==> src/rtl/ditd_pkg.sv <==
package ditd_pkg;
  localparam int          NUM_TERM    = 5;
  localparam int          NUM_SPEED   = 16;
  localparam int          FREQ_W      = 16;
  localparam int          FUNC_W      = 5;
  localparam int          SPD_W       = 4;

  // input function codes
  localparam logic [4:0]  FN_FWD      = 5'h00;
  localparam logic [4:0]  FN_REV      = 5'h01;
  localparam logic [4:0]  FN_SEL0     = 5'h02;
  localparam logic [4:0]  FN_SEL1     = 5'h03;
  localparam logic [4:0]  FN_SEL2     = 5'h04;
  localparam logic [4:0]  FN_SEL3     = 5'h05;
  localparam logic [4:0]  FN_NONE     = 5'h1f;

  // register byte addresses (word index * 4)
  localparam logic [7:0]  ADDR_CTRL   = 8'h00;
  localparam logic [7:0]  ADDR_STATUS = 8'h04;
  localparam logic [7:0]  ADDR_TERM0  = 8'h08;
  localparam logic [7:0]  ADDR_TGT    = 8'h1c;
  localparam logic [7:0]  ADDR_SPD0   = 8'h40;
  localparam logic [7:0]  ADDR_BAD    = 8'h80;

  // control register fields
  localparam int          CTRL_SRC    = 0;
  localparam int          CTRL_KEYREV = 1;
  localparam int          CTRL_KEYRUN = 2;
  // term register fields
  localparam int          TERM_NC     = 8;
  // status fields
  localparam int          ST_RUN      = 0;
  localparam int          ST_REV      = 1;
  localparam int          ST_CONF     = 2;
  localparam int          ST_IDX      = 4;
  localparam int          ST_PIN      = 8;

  localparam logic [31:0] CTRL_RST    = 32'h0000_0001;
  localparam logic [31:0] DEAD_WORD   = 32'hdead_beef;

  typedef enum logic [1:0] {
    DITD_STOP,
    DITD_FWD,
    DITD_REV
  } ditd_dir_e;

  typedef struct packed {
    logic       run;
    logic       rev;
    logic [3:0] idx;
  } ditd_cmd_s;

  typedef struct packed {
    logic [4:0] func;
    logic       nc;
  } ditd_term_s;
endpackage

==> src/rtl/ditd_speed_mem.sv <==
module ditd_speed_mem
  import ditd_pkg::*;
#(
  parameter int DEPTH = NUM_SPEED,
  parameter int WIDTH = FREQ_W
) (
  input  wire logic                     clk,
  input  wire logic                     we,
  input  wire logic [$clog2(DEPTH)-1:0] waddr,
  input  wire logic [WIDTH-1:0]         wdata,
  input  wire logic [$clog2(DEPTH)-1:0] raddr,
  output logic      [WIDTH-1:0]         rdata
);
  logic [WIDTH-1:0] mem [DEPTH];

  always_ff @(posedge clk) begin
    if (we) begin
      mem[waddr] <= wdata;
    end
  end

  always_ff @(posedge clk) begin
    rdata <= mem[raddr];
  end
endmodule

==> src/rtl/ditd_top.sv <==
// Notes on behaviour
// RULE1 - forward input high runs forward, low stops
// RULE2 - reverse input high runs reverse, low stops
// RULE3 - forward and reverse together means stop
// RULE4 - normally closed terminal asserts when unpowered
// RULE5 - five terminals, each with function assignment
// RULE6 - key direction setting never affects terminals
// RULE7 - run is level sensitive, active at power-up
// RULE8 - sixteen stored frequencies, four-bit binary select
// RULE9 - decoding follows assignment, not terminal position
// RULE10 - select bit0 is lsb, codes 02 to 05
// RULE11 - user allocates select bits from lsb upward
// RULE12 - index zero uses base frequency setting
// RULE13 - target updates at once on select change
// RULE14 - terminal run only when source is terminals
// RULE15 - unassigned select bits read as zero
// RULE16 - terminals pass three synchroniser flip-flops
module ditd_top
  import ditd_pkg::*;
#(
  parameter int NTERM = NUM_TERM,
  parameter int FW    = FREQ_W
) (
  input  wire logic             clk,
  input  wire logic             sys_rst,
  input  wire logic [NTERM-1:0] term_pin,
  input  wire logic [7:0]       avs_address,
  input  wire logic             avs_read,
  input  wire logic             avs_write,
  input  wire logic [31:0]      avs_writedata,
  input  wire logic [3:0]       avs_byteenable,
  output logic      [31:0]      avs_readdata,
  output logic                  avs_waitrequest,
  output logic                  avs_readdatavalid_q,
  output logic                  run_cmd_q,
  output logic                  rev_cmd_q,
  output logic      [3:0]       speed_idx_q,
  output logic      [FW-1:0]    target_freq_q
);
  logic [NTERM-1:0] s1_q, s2_q, s3_q, lvl_q;
  ditd_term_s       term_q [NTERM];
  logic [31:0]      ctrl_q;
  logic [FW-1:0]    base_freq_q;
  logic             wait_q;
  ditd_cmd_s        cmd_d;
  logic [NTERM-1:0] act;
  logic             fwd_act, rev_act;
  logic [3:0]       sel;
  logic [FW-1:0]    mem_rdata;
  logic             mem_we;
  logic [3:0]       idx_pipe_q;
  logic             acc;
  logic [31:0]      rd_d;
  ditd_dir_e        dir;

  // three-stage synchroniser; level accepted when stages 2 and 3 agree
  always_ff @(posedge clk) begin
    if (sys_rst) begin
      s1_q <= '0;
      s2_q <= '0;
      s3_q <= '0;
    end else begin
      s1_q <= term_pin; // RULE16
      s2_q <= s1_q;
      s3_q <= s2_q;
    end
  end

  genvar g;
  generate
    for (g = 0; g < NTERM; g++) begin : g_term
      always_ff @(posedge clk) begin
        if (sys_rst) begin
          lvl_q[g] <= 1'b0;
        end else if (s2_q[g] == s3_q[g]) begin
          lvl_q[g] <= s3_q[g]; // RULE16
        end
      end
      assign act[g] = lvl_q[g] ^ term_q[g].nc; // RULE4
      chk_sel_bit0: assert property (@(posedge clk) disable iff (sys_rst) // RULE10
        act[g] && term_q[g].func == FN_SEL0 |-> sel[0])
        else $error("select bit 0 not decoded");
      chk_sel_bit3: assert property (@(posedge clk) disable iff (sys_rst) // RULE9
        act[g] && term_q[g].func == FN_SEL3 |-> sel[3])
        else $error("select bit 3 not decoded");
    end
  endgenerate

  // function decode by assignment only
  always_comb begin
    fwd_act = 1'b0;
    rev_act = 1'b0;
    sel     = 4'h0; // RULE15
    for (int i = 0; i < NTERM; i++) begin
      if (act[i]) begin
        case (term_q[i].func) // RULE9
          FN_FWD:  fwd_act = 1'b1; // RULE1
          FN_REV:  rev_act = 1'b1; // RULE2
          FN_SEL0: sel[0]  = 1'b1; // RULE10
          FN_SEL1: sel[1]  = 1'b1;
          FN_SEL2: sel[2]  = 1'b1;
          FN_SEL3: sel[3]  = 1'b1;
          default: ;
        endcase
      end
    end
  end

  always_comb begin
    dir = DITD_STOP;
    if (ctrl_q[CTRL_SRC]) begin // RULE14
      if (fwd_act && !rev_act) begin
        dir = DITD_FWD; // RULE1
      end else if (rev_act && !fwd_act) begin
        dir = DITD_REV; // RULE2
      end
    end else if (ctrl_q[CTRL_KEYRUN]) begin
      dir = ctrl_q[CTRL_KEYREV] ? DITD_REV : DITD_FWD; // RULE6
    end
    case (dir)
      DITD_FWD: begin
        cmd_d.run = 1'b1;
        cmd_d.rev = 1'b0;
      end
      DITD_REV: begin
        cmd_d.run = 1'b1;
        cmd_d.rev = 1'b1;
      end
      default: begin
        cmd_d.run = 1'b0; // RULE3
        cmd_d.rev = 1'b0;
      end
    endcase
    cmd_d.idx = sel;
  end

  // level-driven: no edge needed after reset
  always_ff @(posedge clk) begin
    if (sys_rst) begin
      run_cmd_q   <= 1'b0;
      rev_cmd_q   <= 1'b0;
      speed_idx_q <= 4'h0;
    end else begin
      run_cmd_q   <= cmd_d.run; // RULE7
      rev_cmd_q   <= cmd_d.rev;
      speed_idx_q <= cmd_d.idx; // RULE13
    end
  end

  assign mem_we = avs_write && !wait_q && avs_address >= ADDR_SPD0 && avs_address < ADDR_BAD;

  ditd_speed_mem #(
    .DEPTH (NUM_SPEED),
    .WIDTH (FW)
  ) u_mem (
    .clk   (clk),
    .we    (mem_we),
    .waddr (avs_address[5:2]),
    .wdata (avs_writedata[FW-1:0]),
    .raddr (speed_idx_q),
    .rdata (mem_rdata)
  );

  always_ff @(posedge clk) begin
    if (sys_rst) begin
      idx_pipe_q <= 4'h0;
    end else begin
      idx_pipe_q <= speed_idx_q;
    end
  end

  // entry zero comes from the base frequency setting
  always_ff @(posedge clk) begin
    if (sys_rst) begin
      target_freq_q <= '0;
    end else if (idx_pipe_q == 4'h0) begin
      target_freq_q <= base_freq_q; // RULE12
    end else begin
      target_freq_q <= mem_rdata; // RULE8
    end
  end

  // bus: one wait cycle for each access, then answer
  assign acc = avs_read || avs_write;

  always_ff @(posedge clk) begin
    if (sys_rst) begin
      wait_q <= 1'b1;
    end else begin
      wait_q <= !(acc && wait_q);
    end
  end

  // waitrequest idles high so the pin comes straight from the wait flop
  always_comb begin
    avs_waitrequest = wait_q;
  end

  always_ff @(posedge clk) begin
    if (sys_rst) begin
      ctrl_q      <= CTRL_RST;
      base_freq_q <= '0;
    end else if (avs_write && !wait_q) begin
      if (avs_address == ADDR_CTRL && avs_byteenable[0]) begin
        ctrl_q <= {29'h0, avs_writedata[2:0]}; // RULE6
      end
      if (avs_address == ADDR_SPD0) begin
        base_freq_q <= avs_writedata[FW-1:0]; // RULE12
      end
    end
  end

  generate
    for (g = 0; g < NTERM; g++) begin : g_cfg
      always_ff @(posedge clk) begin
        if (sys_rst) begin
          term_q[g].func <= (g < 2) ? 5'(g) : FN_NONE;
          term_q[g].nc   <= 1'b0;
        end else if (avs_write && !wait_q && avs_address == ADDR_TERM0 + 8'(4 * g)) begin
          term_q[g].func <= avs_writedata[FUNC_W-1:0]; // RULE5
          term_q[g].nc   <= avs_writedata[TERM_NC];
        end
      end
      chk_term_write: assert property (@(posedge clk) disable iff (sys_rst) // RULE5
        avs_write && !avs_waitrequest && avs_address == ADDR_TERM0 + 8'(4 * g) |=> term_q[g].func == $past(avs_writedata[FUNC_W-1:0]))
        else $error("terminal assignment not written");
    end
  endgenerate

  always_comb begin
    rd_d = DEAD_WORD;
    if (avs_address == ADDR_CTRL) begin
      rd_d = ctrl_q;
    end else if (avs_address == ADDR_STATUS) begin
      rd_d = {19'h0, lvl_q, speed_idx_q, 1'b0, fwd_act & rev_act, rev_cmd_q, run_cmd_q};
    end else if (avs_address == ADDR_TGT) begin
      rd_d = {16'h0, target_freq_q};
    end else if (avs_address == ADDR_SPD0) begin
      rd_d = {16'h0, base_freq_q};
    end else begin
      for (int i = 0; i < NTERM; i++) begin
        if (avs_address == ADDR_TERM0 + 8'(4 * i)) begin
          rd_d = {23'h0, term_q[i].nc, 3'h0, term_q[i].func};
        end
      end
    end
  end

  always_ff @(posedge clk) begin
    if (sys_rst) begin
      avs_readdata        <= '0;
      avs_readdatavalid_q <= 1'b0;
    end else begin
      avs_readdata        <= rd_d;
      avs_readdatavalid_q <= avs_read && wait_q;
    end
  end

  chk_conflict_stop: assert property (@(posedge clk) disable iff (sys_rst) // RULE3
    ctrl_q[CTRL_SRC] && fwd_act && rev_act |=> !run_cmd_q)
    else $error("both directions did not stop");
  chk_fwd_run: assert property (@(posedge clk) disable iff (sys_rst) // RULE1
    ctrl_q[CTRL_SRC] && fwd_act && !rev_act |=> run_cmd_q && !rev_cmd_q)
    else $error("forward not run");
  chk_rev_run: assert property (@(posedge clk) disable iff (sys_rst) // RULE2
    ctrl_q[CTRL_SRC] && rev_act && !fwd_act |=> run_cmd_q && rev_cmd_q)
    else $error("reverse not run");
  chk_src_gate: assert property (@(posedge clk) disable iff (sys_rst) // RULE14
    !ctrl_q[CTRL_SRC] && !ctrl_q[CTRL_KEYRUN] |=> !run_cmd_q)
    else $error("run without source");
  chk_idx_follow: assert property (@(posedge clk) disable iff (sys_rst) // RULE13
    1'b1 |=> speed_idx_q == $past(sel))
    else $error("index lag");
  chk_base_zero: assert property (@(posedge clk) disable iff (sys_rst) // RULE12
    idx_pipe_q == 4'h0 |=> target_freq_q == $past(base_freq_q))
    else $error("speed zero not base");
  chk_sync_hold: assert property (@(posedge clk) disable iff (sys_rst) // RULE16
    s2_q != s3_q |=> lvl_q == $past(lvl_q))
    else $error("level taken before agree");
  chk_nc_polarity: assert property (@(posedge clk) disable iff (sys_rst) // RULE4
    ctrl_q[CTRL_SRC] && term_q[0].func == FN_FWD && term_q[0].nc && !lvl_q[0] && !rev_act |=> run_cmd_q && !rev_cmd_q)
    else $error("nc forward input did not run");
  chk_wait_idle: assert property (@(posedge clk) disable iff (sys_rst)
    !acc |=> avs_waitrequest)
    else $error("waitrequest low while idle");
  chk_wait_one: assert property (@(posedge clk) disable iff (sys_rst)
    acc && avs_waitrequest |=> !avs_waitrequest)
    else $error("more than one wait cycle");
  chk_wait_rearm: assert property (@(posedge clk) disable iff (sys_rst)
    acc && !avs_waitrequest |=> avs_waitrequest)
    else $error("next access not held off");
  chk_valid_pulse: assert property (@(posedge clk) disable iff (sys_rst)
    avs_read && avs_waitrequest |=> avs_readdatavalid_q)
    else $error("read valid missing");
  chk_valid_quiet: assert property (@(posedge clk) disable iff (sys_rst)
    !avs_read |=> !avs_readdatavalid_q)
    else $error("read valid without read");
  chk_ctrl_write: assert property (@(posedge clk) disable iff (sys_rst) // RULE14
    avs_write && !avs_waitrequest && avs_address == ADDR_CTRL && avs_byteenable[0]
      |=> ctrl_q[CTRL_KEYRUN:CTRL_SRC] == $past(avs_writedata[CTRL_KEYRUN:CTRL_SRC]))
    else $error("control write lost");
  chk_ctrl_read: assert property (@(posedge clk) disable iff (sys_rst) // RULE14
    avs_read && avs_address == ADDR_CTRL |=> avs_readdata == $past(ctrl_q))
    else $error("control read wrong");
  chk_bad_read: assert property (@(posedge clk) disable iff (sys_rst)
    avs_read && avs_address == ADDR_BAD |=> avs_readdata == DEAD_WORD)
    else $error("unmapped read wrong");
  chk_status_read: assert property (@(posedge clk) disable iff (sys_rst) // RULE3
    avs_read && avs_address == ADDR_STATUS
      |=> avs_readdata[ST_CONF] == ($past(fwd_act) && $past(rev_act)) && avs_readdata[ST_RUN] == $past(run_cmd_q))
    else $error("status run or conflict wrong");
  chk_status_idx: assert property (@(posedge clk) disable iff (sys_rst) // RULE13
    avs_read && avs_address == ADDR_STATUS |=> avs_readdata[ST_IDX +: SPD_W] == $past(speed_idx_q))
    else $error("status index wrong");
  chk_tgt_read: assert property (@(posedge clk) disable iff (sys_rst) // RULE8
    avs_read && avs_address == ADDR_TGT |=> avs_readdata[FW-1:0] == $past(target_freq_q))
    else $error("target read wrong");
  chk_spd0_read: assert property (@(posedge clk) disable iff (sys_rst) // RULE12
    avs_read && avs_address == ADDR_SPD0 |=> avs_readdata[FW-1:0] == $past(base_freq_q))
    else $error("base read wrong");
  chk_term_read: assert property (@(posedge clk) disable iff (sys_rst) // RULE5
    avs_read && avs_address == ADDR_TERM0
      |=> avs_readdata[FUNC_W-1:0] == $past(term_q[0].func) && avs_readdata[TERM_NC] == $past(term_q[0].nc))
    else $error("terminal read wrong");
  chk_base_write: assert property (@(posedge clk) disable iff (sys_rst) // RULE12
    avs_write && !avs_waitrequest && avs_address == ADDR_SPD0 |=> base_freq_q == $past(avs_writedata[FW-1:0]))
    else $error("base write lost");
  chk_bad_write: assert property (@(posedge clk) disable iff (sys_rst)
    avs_write && avs_address == ADDR_BAD |=> $stable(ctrl_q) && $stable(base_freq_q))
    else $error("unmapped write changed state");
  chk_key_fwd: assert property (@(posedge clk) disable iff (sys_rst) // RULE6
    !ctrl_q[CTRL_SRC] && ctrl_q[CTRL_KEYRUN] && !ctrl_q[CTRL_KEYREV] |=> run_cmd_q && !rev_cmd_q)
    else $error("key forward not run");
  chk_key_rev: assert property (@(posedge clk) disable iff (sys_rst) // RULE6
    !ctrl_q[CTRL_SRC] && ctrl_q[CTRL_KEYRUN] && ctrl_q[CTRL_KEYREV] |=> run_cmd_q && rev_cmd_q)
    else $error("key reverse not run");
  chk_key_no_turn: assert property (@(posedge clk) disable iff (sys_rst) // RULE6
    ctrl_q[CTRL_SRC] && ctrl_q[CTRL_KEYREV] && fwd_act && !rev_act |=> !rev_cmd_q)
    else $error("key direction changed terminal run");
  chk_stop_idle: assert property (@(posedge clk) disable iff (sys_rst) // RULE1
    ctrl_q[CTRL_SRC] && !fwd_act && !rev_act |=> !run_cmd_q)
    else $error("run without input");
  chk_idle_decode: assert property (@(posedge clk) disable iff (sys_rst) // RULE15
    act == '0 |-> sel == 4'h0 && !fwd_act && !rev_act)
    else $error("function seen with no active terminal");
  chk_tgt_mem: assert property (@(posedge clk) disable iff (sys_rst) // RULE8
    idx_pipe_q != 4'h0 |=> target_freq_q == $past(mem_rdata))
    else $error("stored speed not used");
  chk_idx_pipe: assert property (@(posedge clk) disable iff (sys_rst) // RULE13
    1'b1 |=> idx_pipe_q == $past(speed_idx_q))
    else $error("index pipe lag");
  chk_rev_needs_run: assert property (@(posedge clk) disable iff (sys_rst) // RULE2
    rev_cmd_q |-> run_cmd_q)
    else $error("reverse without run");
  chk_sync_take: assert property (@(posedge clk) disable iff (sys_rst) // RULE16
    s2_q == s3_q |=> lvl_q == $past(s3_q))
    else $error("agreed level not taken");
  chk_sync_chain: assert property (@(posedge clk) disable iff (sys_rst) // RULE16
    1'b1 |=> s2_q == $past(s1_q) && s3_q == $past(s2_q))
    else $error("synchroniser chain broken");
endmodule

==> config.mk <==
export PLATFORM = sky130hd
export DESIGN_NAME = ditd_top
export DESIGN_NICKNAME = d
export VERILOG_FILES = /design/src/rtl/ditd_pkg.sv /design/src/rtl/ditd_speed_mem.sv /design/src/rtl/ditd_top.sv
export SDC_FILE = /design/constraint.sdc
export NUM_CORES = 1
export LEC_CHECK = 0
export BUFFER_PORTS_ARGS = -buffer_cell sky130_fd_sc_hd__buf_4
export CORE_MARGIN = 4
export CORE_UTILIZATION = 62
export CTS_BUF_LIST = sky130_fd_sc_hd__clkbuf_8
export CTS_CLUSTER_DIAMETER = 150
export DETAILED_ROUTE_END_ITERATION = 16
export PLACE_DENSITY_LB_ADDON = 0.05
export SYNTH_ARGS = -nofsm -noshare
export SYNTH_HDL_FRONTEND = slang
export SYNTH_SLANG_ARGS = --single-unit
==> constraint.sdc <==
create_clock -name clk -period 3.3 [get_ports clk]
set_clock_uncertainty 0.05 [all_clocks]
set_input_delay 0.495 -clock clk [delete_from_list [all_inputs] [get_ports clk]]
set_output_delay 0.495 -clock clk [all_outputs]
set_load 0.005 [all_outputs]
## Word-level counts from Yosys, hierarchy flattened

Memory sizes are Yosys's and may differ from the RTL's. A register that Yosys moved wholly into a read port is not among the register bits.
Index checks and enable logic that the tools add are counted.
Widths: inputs -> output; s select.

- Bits of input ports: 53
- Output and inout port bits: 56
- Register bits after elaboration: 99
- Memories kept: 2
- RAM bits: 286

- $lt $le $gt $ge: 2
- Reductions and logical operators: 30
- Mux-type cells: 90
- Eq/ne operators: 40
- Bitwise logic cells: 16

Memory list:

| name | depth | bits a word | read ports | clocked after memory_dff | write ports | RTL line | text |
|---|---|---|---|---|---|---|---|
| u_mem.mem | 16 | 16 | 1 | 1 | 1 | ditd_speed_mem.sv:14 | `logic [WIDTH-1:0] mem [DEPTH];` |
| term_q | 5 | 6 | 5 | 0 | 5 | ditd_top.sv:41 | `ditd_term_s term_q [NTERM];` |

Operator list:

| kind | count |
|---|---|
| $mux 16 | 7 |
| $mux 1 | 64 |
| $eq 5x2->1 const B | 10 |
| $eq 5x3->1 const B | 10 |
| $eq 8x5->1 const B | 4 |
| $mux 32 | 1 |
| $eq 5x1->1 const B | 5 |
| $logic_not 5->1 | 5 |
| $mux 5 | 5 |
| $mux 4 | 5 |
| $eq 8x4->1 const B | 2 |
| $logic_and 1x1->1 | 13 |
| $mux 13 | 1 |
| $mux 2 | 5 |
| $or 1x1->1 | 10 |
| $reduce_or 9->1 | 1 |
| $eq 8x3->1 const B | 1 |
| $eq 8x7->1 const B | 1 |
| $ge 8x7->1 const B | 1 |
| $logic_not 8->1 | 1 |
| $lt 8x8->1 const B | 1 |
| $eq 1x1->1 | 5 |
| $xor 1x1->1 | 5 |
| $logic_not 1->1 | 4 |
| other kinds (10) | 11 |

## Logic depth before layout (Yosys ltp)

An unclocked memory read counts as a cell.

- Word-level depth: 19
- Gate-level depth with buffers: 7
- Gate-level depth less buffers: 7

## Hierarchy

Synthesis repeated with hierarchy kept, for this count alone.

- Cell total of the unflattened synthesis: 972
- Area, all modules: 15001.9 sq um

By module, submodules not included:

| module | cells an instance | sequential area each (sq um) | times used | area an instance (sq um) |
|---|---|---|---|---|
| ditd_speed_mem | 432 | 8007.7 | 1 | 10042.1 |
| ditd_top | 540 | 2582.5 | 1 | 4959.8 |

## Least setup slack after synthesis

No wires, ideal clock.

- Path kind: input-to-reg
- Start: in avs_address[3]
- End: mem u_mem.mem[10][0] (netlist name), enable pin
- Arrival: 2.189 ns
- Stages: 4
- Library setup time: 0.413 ns
- Setup slack: 0.648 ns
- Required time: 2.837 ns
- Cells stage by stage: buf_2 nor2b_1 nand2_1 nor3b_1

- Cells in the longest elaborated chain, start to end: 5
- Elaborated cells between the ends (all ways): 6
- Classes of those cells: order compare (2); mux (2); reduce/logical (2)

RTL lines:

| what | RTL line | text |
|---|---|---|
| start, declared | ditd_top.sv:27 | `input wire logic [7:0] avs_address,` |
| $ge 8x7->1 | ditd_top.sv:150 | `assign mem_we = avs_write && !wait_q && avs_address >= ADDR_SPD0 && avs_address < ADDR_BAD;` |
| $logic_and 1x1->1 (2 in a row) | ditd_top.sv:150 |  |
| $mux 1 | ditd_speed_mem.sv:17 | `if (we) begin` |
| $mux 1 (not written as such) | ditd_speed_mem.sv:18 | `mem[waddr] <= wdata;` |
| end, declared | ditd_speed_mem.sv:14 |  |

Several ways; a longest one is shown, not always the timed one.

## Worst setup path in the final report

- Start: reg speed_idx_q[3]
- End: out speed_idx_q[3]

RTL lines:

| what | RTL line | text |
|---|---|---|
| start, declared | ditd_top.sv:37 | `output logic [3:0] speed_idx_q,` |
| start signal, assigned | ditd_top.sv:146 | `speed_idx_q <= cmd_d.idx;` |

No word-level cell between the ends.

==> flow_summary.toml <==
[outcome]
status = "finished, final reports clean"

[synth]
ys_seq_elements = 386
synth_edf_count = 286
synthTopCellsByArea = "edfxtp_1, dfxtp_1, mux4_2, nand2_1, a21oi_1"
yosysSeqAreaShare = 0.704
synth_top_area_frac = 0.571
synth_area_per_cell_um2 = 15.8
synth_cell_types = 63
synth_common_cells = "edfxtp_1, nand2_1, dfxtp_1, mux4_2, a21oi_1"
syn_area_mm2 = 0.0151
syn_inst = 950
synth_ff_type = "edfxtp_1"
synth_most_common_cell = "edfxtp_1"
yosys_warnings = 0
synthArstFlopShare = 0
yosysTopAreaCell = "edfxtp_1"

[floorplanning]
core-area_mm2 = 0.0237
rows = 56
die_w_um = 164
pin_count = 109
dieHeight_um = 164
die_area_mm2 = 0.0268
start_util = 0.636

[drt]
drt_iter0_markers = 1013
wl_per_cell_um = 24.8
drtAntennaViolNets = 0
drc_errors = 0
num_vias = 8795
drt-total-wl_um = 35900
avgViaCountPerCell = 6.07
first_pass_iters = 5

[worst_setup_path]
worstRegToRegCells = 4
worstSetupPathType = "register to primary output"
max_stage_delay_ns = 0.84
cp_slowest_cell = "dfxtp_1"
crit_cells = 1
start_kind = "register"
crit_buf_inv = 1
critPathCaptureType = "primary output"
crit_required_ns = 2.75
cp_max_fo = 11
cp_top_family = "flip-flops"
worst_ep_arrival_time_ns = 1.66
r2r_slack_ns = 1.14
worstPathCellList = "buf_4"

[cells_and_area]
nNetsFinal = 1136
antenna_cells = 0
nFillCells = 1494
syn2layout_area_growth_pct = 15.4
drive_gt1_frac = 0.296

[cts]
clkTransAtPathRegs_ns = 0.06
cts_buffers = 59
cts_buffer_depth = 3
cts-resized-gates = 0
cts.sinks = 386
clk_latency_ns = 0.58
postCtsSetupRepairBufs = 0
ctsHoldBuffers = 0
ctsRootBufferMaster = "clkbuf_8"
h-tree-depth = 2
cts_tree = "built"

[grt]
grt.total_usage = 0.277
antenna_found_initial = 0
grt_first_pass_wirelength_um = 54500
grt_pass1_vias = 8870
grt_max_degree = 58
grt.overflow.total = 0

[pwr]
vdd_ir_drop_max_v = 0.000531
leakage_uw = 0.00585
power.density_mw_per_mm2 = 531

[placed_design]
dp_hpwl_um = 22800
place_ws_ns = 0.656
io_buffers = 84
place_congestion = 0.953

[sta]
hold_viol = 0
fin_setup_tns_ns = 0
tightest_slew_ns = 1.24
fin_ws_ns = 1.10
slew_viol_final = 0
max_freq_mhz = 454
min_period_ns = 2.20
slew_headroom = 0.173
min_period_over_period = 0.668
setup_viol = 0
rsz0062_at_grt = "false"

[worst_hold_path]
min_path_type = "input port to register"
hold_path_depth = 2

[run]
max-cap-violations = 0
## registers in the layout (all words and copies together), names as in the netlist
register             count
idx_pipe_q               4
avs_waitrequest          1
ctrl_q                   3
target_freq_q           16
term_q                  30
avs_readdata            17
u_mem.mem              256
rev_cmd_q                1
base_freq_q             16
s1_q                     5
u_mem.rdata             16
avs_readdatavalid_q      1
lvl_q                    5
speed_idx_q              4
run_cmd_q                1
s2_q                     5
s3_q                     5
## metrics by stage
step | total power (uW) | instance area, um2 | std cells | hold slack [ns] | util
2_1_floorplan | 5490 | 15100 | 954 | 0.364 | -
3_3_place_gp | 5650 | 16200 | 1340 | 0.376 | 0.685
3_5_place_dp | 5650 | 16200 | 1340 | 0.370 | 0.685
4_1_cts | 9280 | 17400 | 1448 | 0.0230 | 0.733
5_1_grt | 9560 | 17400 | 1448 | 0.0290 | 0.733
6_report | 9220 | 17400 | 1448 | 0.0544 | 0.733
## worst paths after layout
check                  start                end
min reg2reg  u_mem.rdata[11]  target_freq_q[11]
max reg2reg  avs_waitrequest   u_mem.mem[2][14]
min                 avs_read    avs_waitrequest
max           speed_idx_q[3]     speed_idx_q[3]
## per-layer routing
layer  track usage  wire length [um]  up-vias
li1              -                 -     3911
met1         0.396             14300     4377
met2         0.440             17300      446
met3        0.0479              3120       61
met4        0.0995              1160        0
met5             0                 0        -
## layout make-up
type                            instances  area (um2)  area share
Timing Repair Buffer                  125        1000      0.0576
Multi-Input combinational cell        496        4190       0.241
Tap cell                              319         399      0.0230
Clock buffer                           71         977      0.0563
Inverter                               14        52.6     0.00303
Clock inverter                         37         156     0.00901
Sequential cell                       386       10600       0.610
## cells in the final DEF (no fill, tap or decap), types with 3 or more instances in the layout
cell and count:
nor4_1 7, a22oi_1 4, o22ai_1 5, xor2_1 5, dfxtp_1 98, nand3_1 18, nor2b_1 24, nand2b_1 3
conb_1 5, mux4_2 80, clkinv_2 4, nor3b_1 7, mux2i_1 4, nor3_2 3, and2_1 11, nor2_1 33
nor3_1 4, buf_12 5, a221oi_1 3, nand2_1 102, nor2_2 13, edfxtp_1 286, or2_2 18, mux2_2 3
clkbuf_8 71, o221ai_1 5, a21oi_1 53, inv_1 46, o21ai_0 34, a31oi_1 6, nand3b_1 3, buf_4 120
## cells by family after synthesis
group	count (synthesis)	share of synthesized area
xor gates and xnor gates	6	0.00349
buffers and inverters	72	0.0234
other	1	0.000249
and+or+nand+nor	271	0.0935
muxes	87	0.125
AOI/OAI and AO/OA	126	0.0504
adders and majority gates	1	0.000831
DFF	386	0.704
## where the power goes
group | internal [uW] | switching [uW] | total [uW]
clock | 1940 | 1730 | 3670
combinational | 108 | 181 | 290
sequential | 5240 | 22.2 | 5260
No activity file was read; power rests on OpenSTA's default activity.
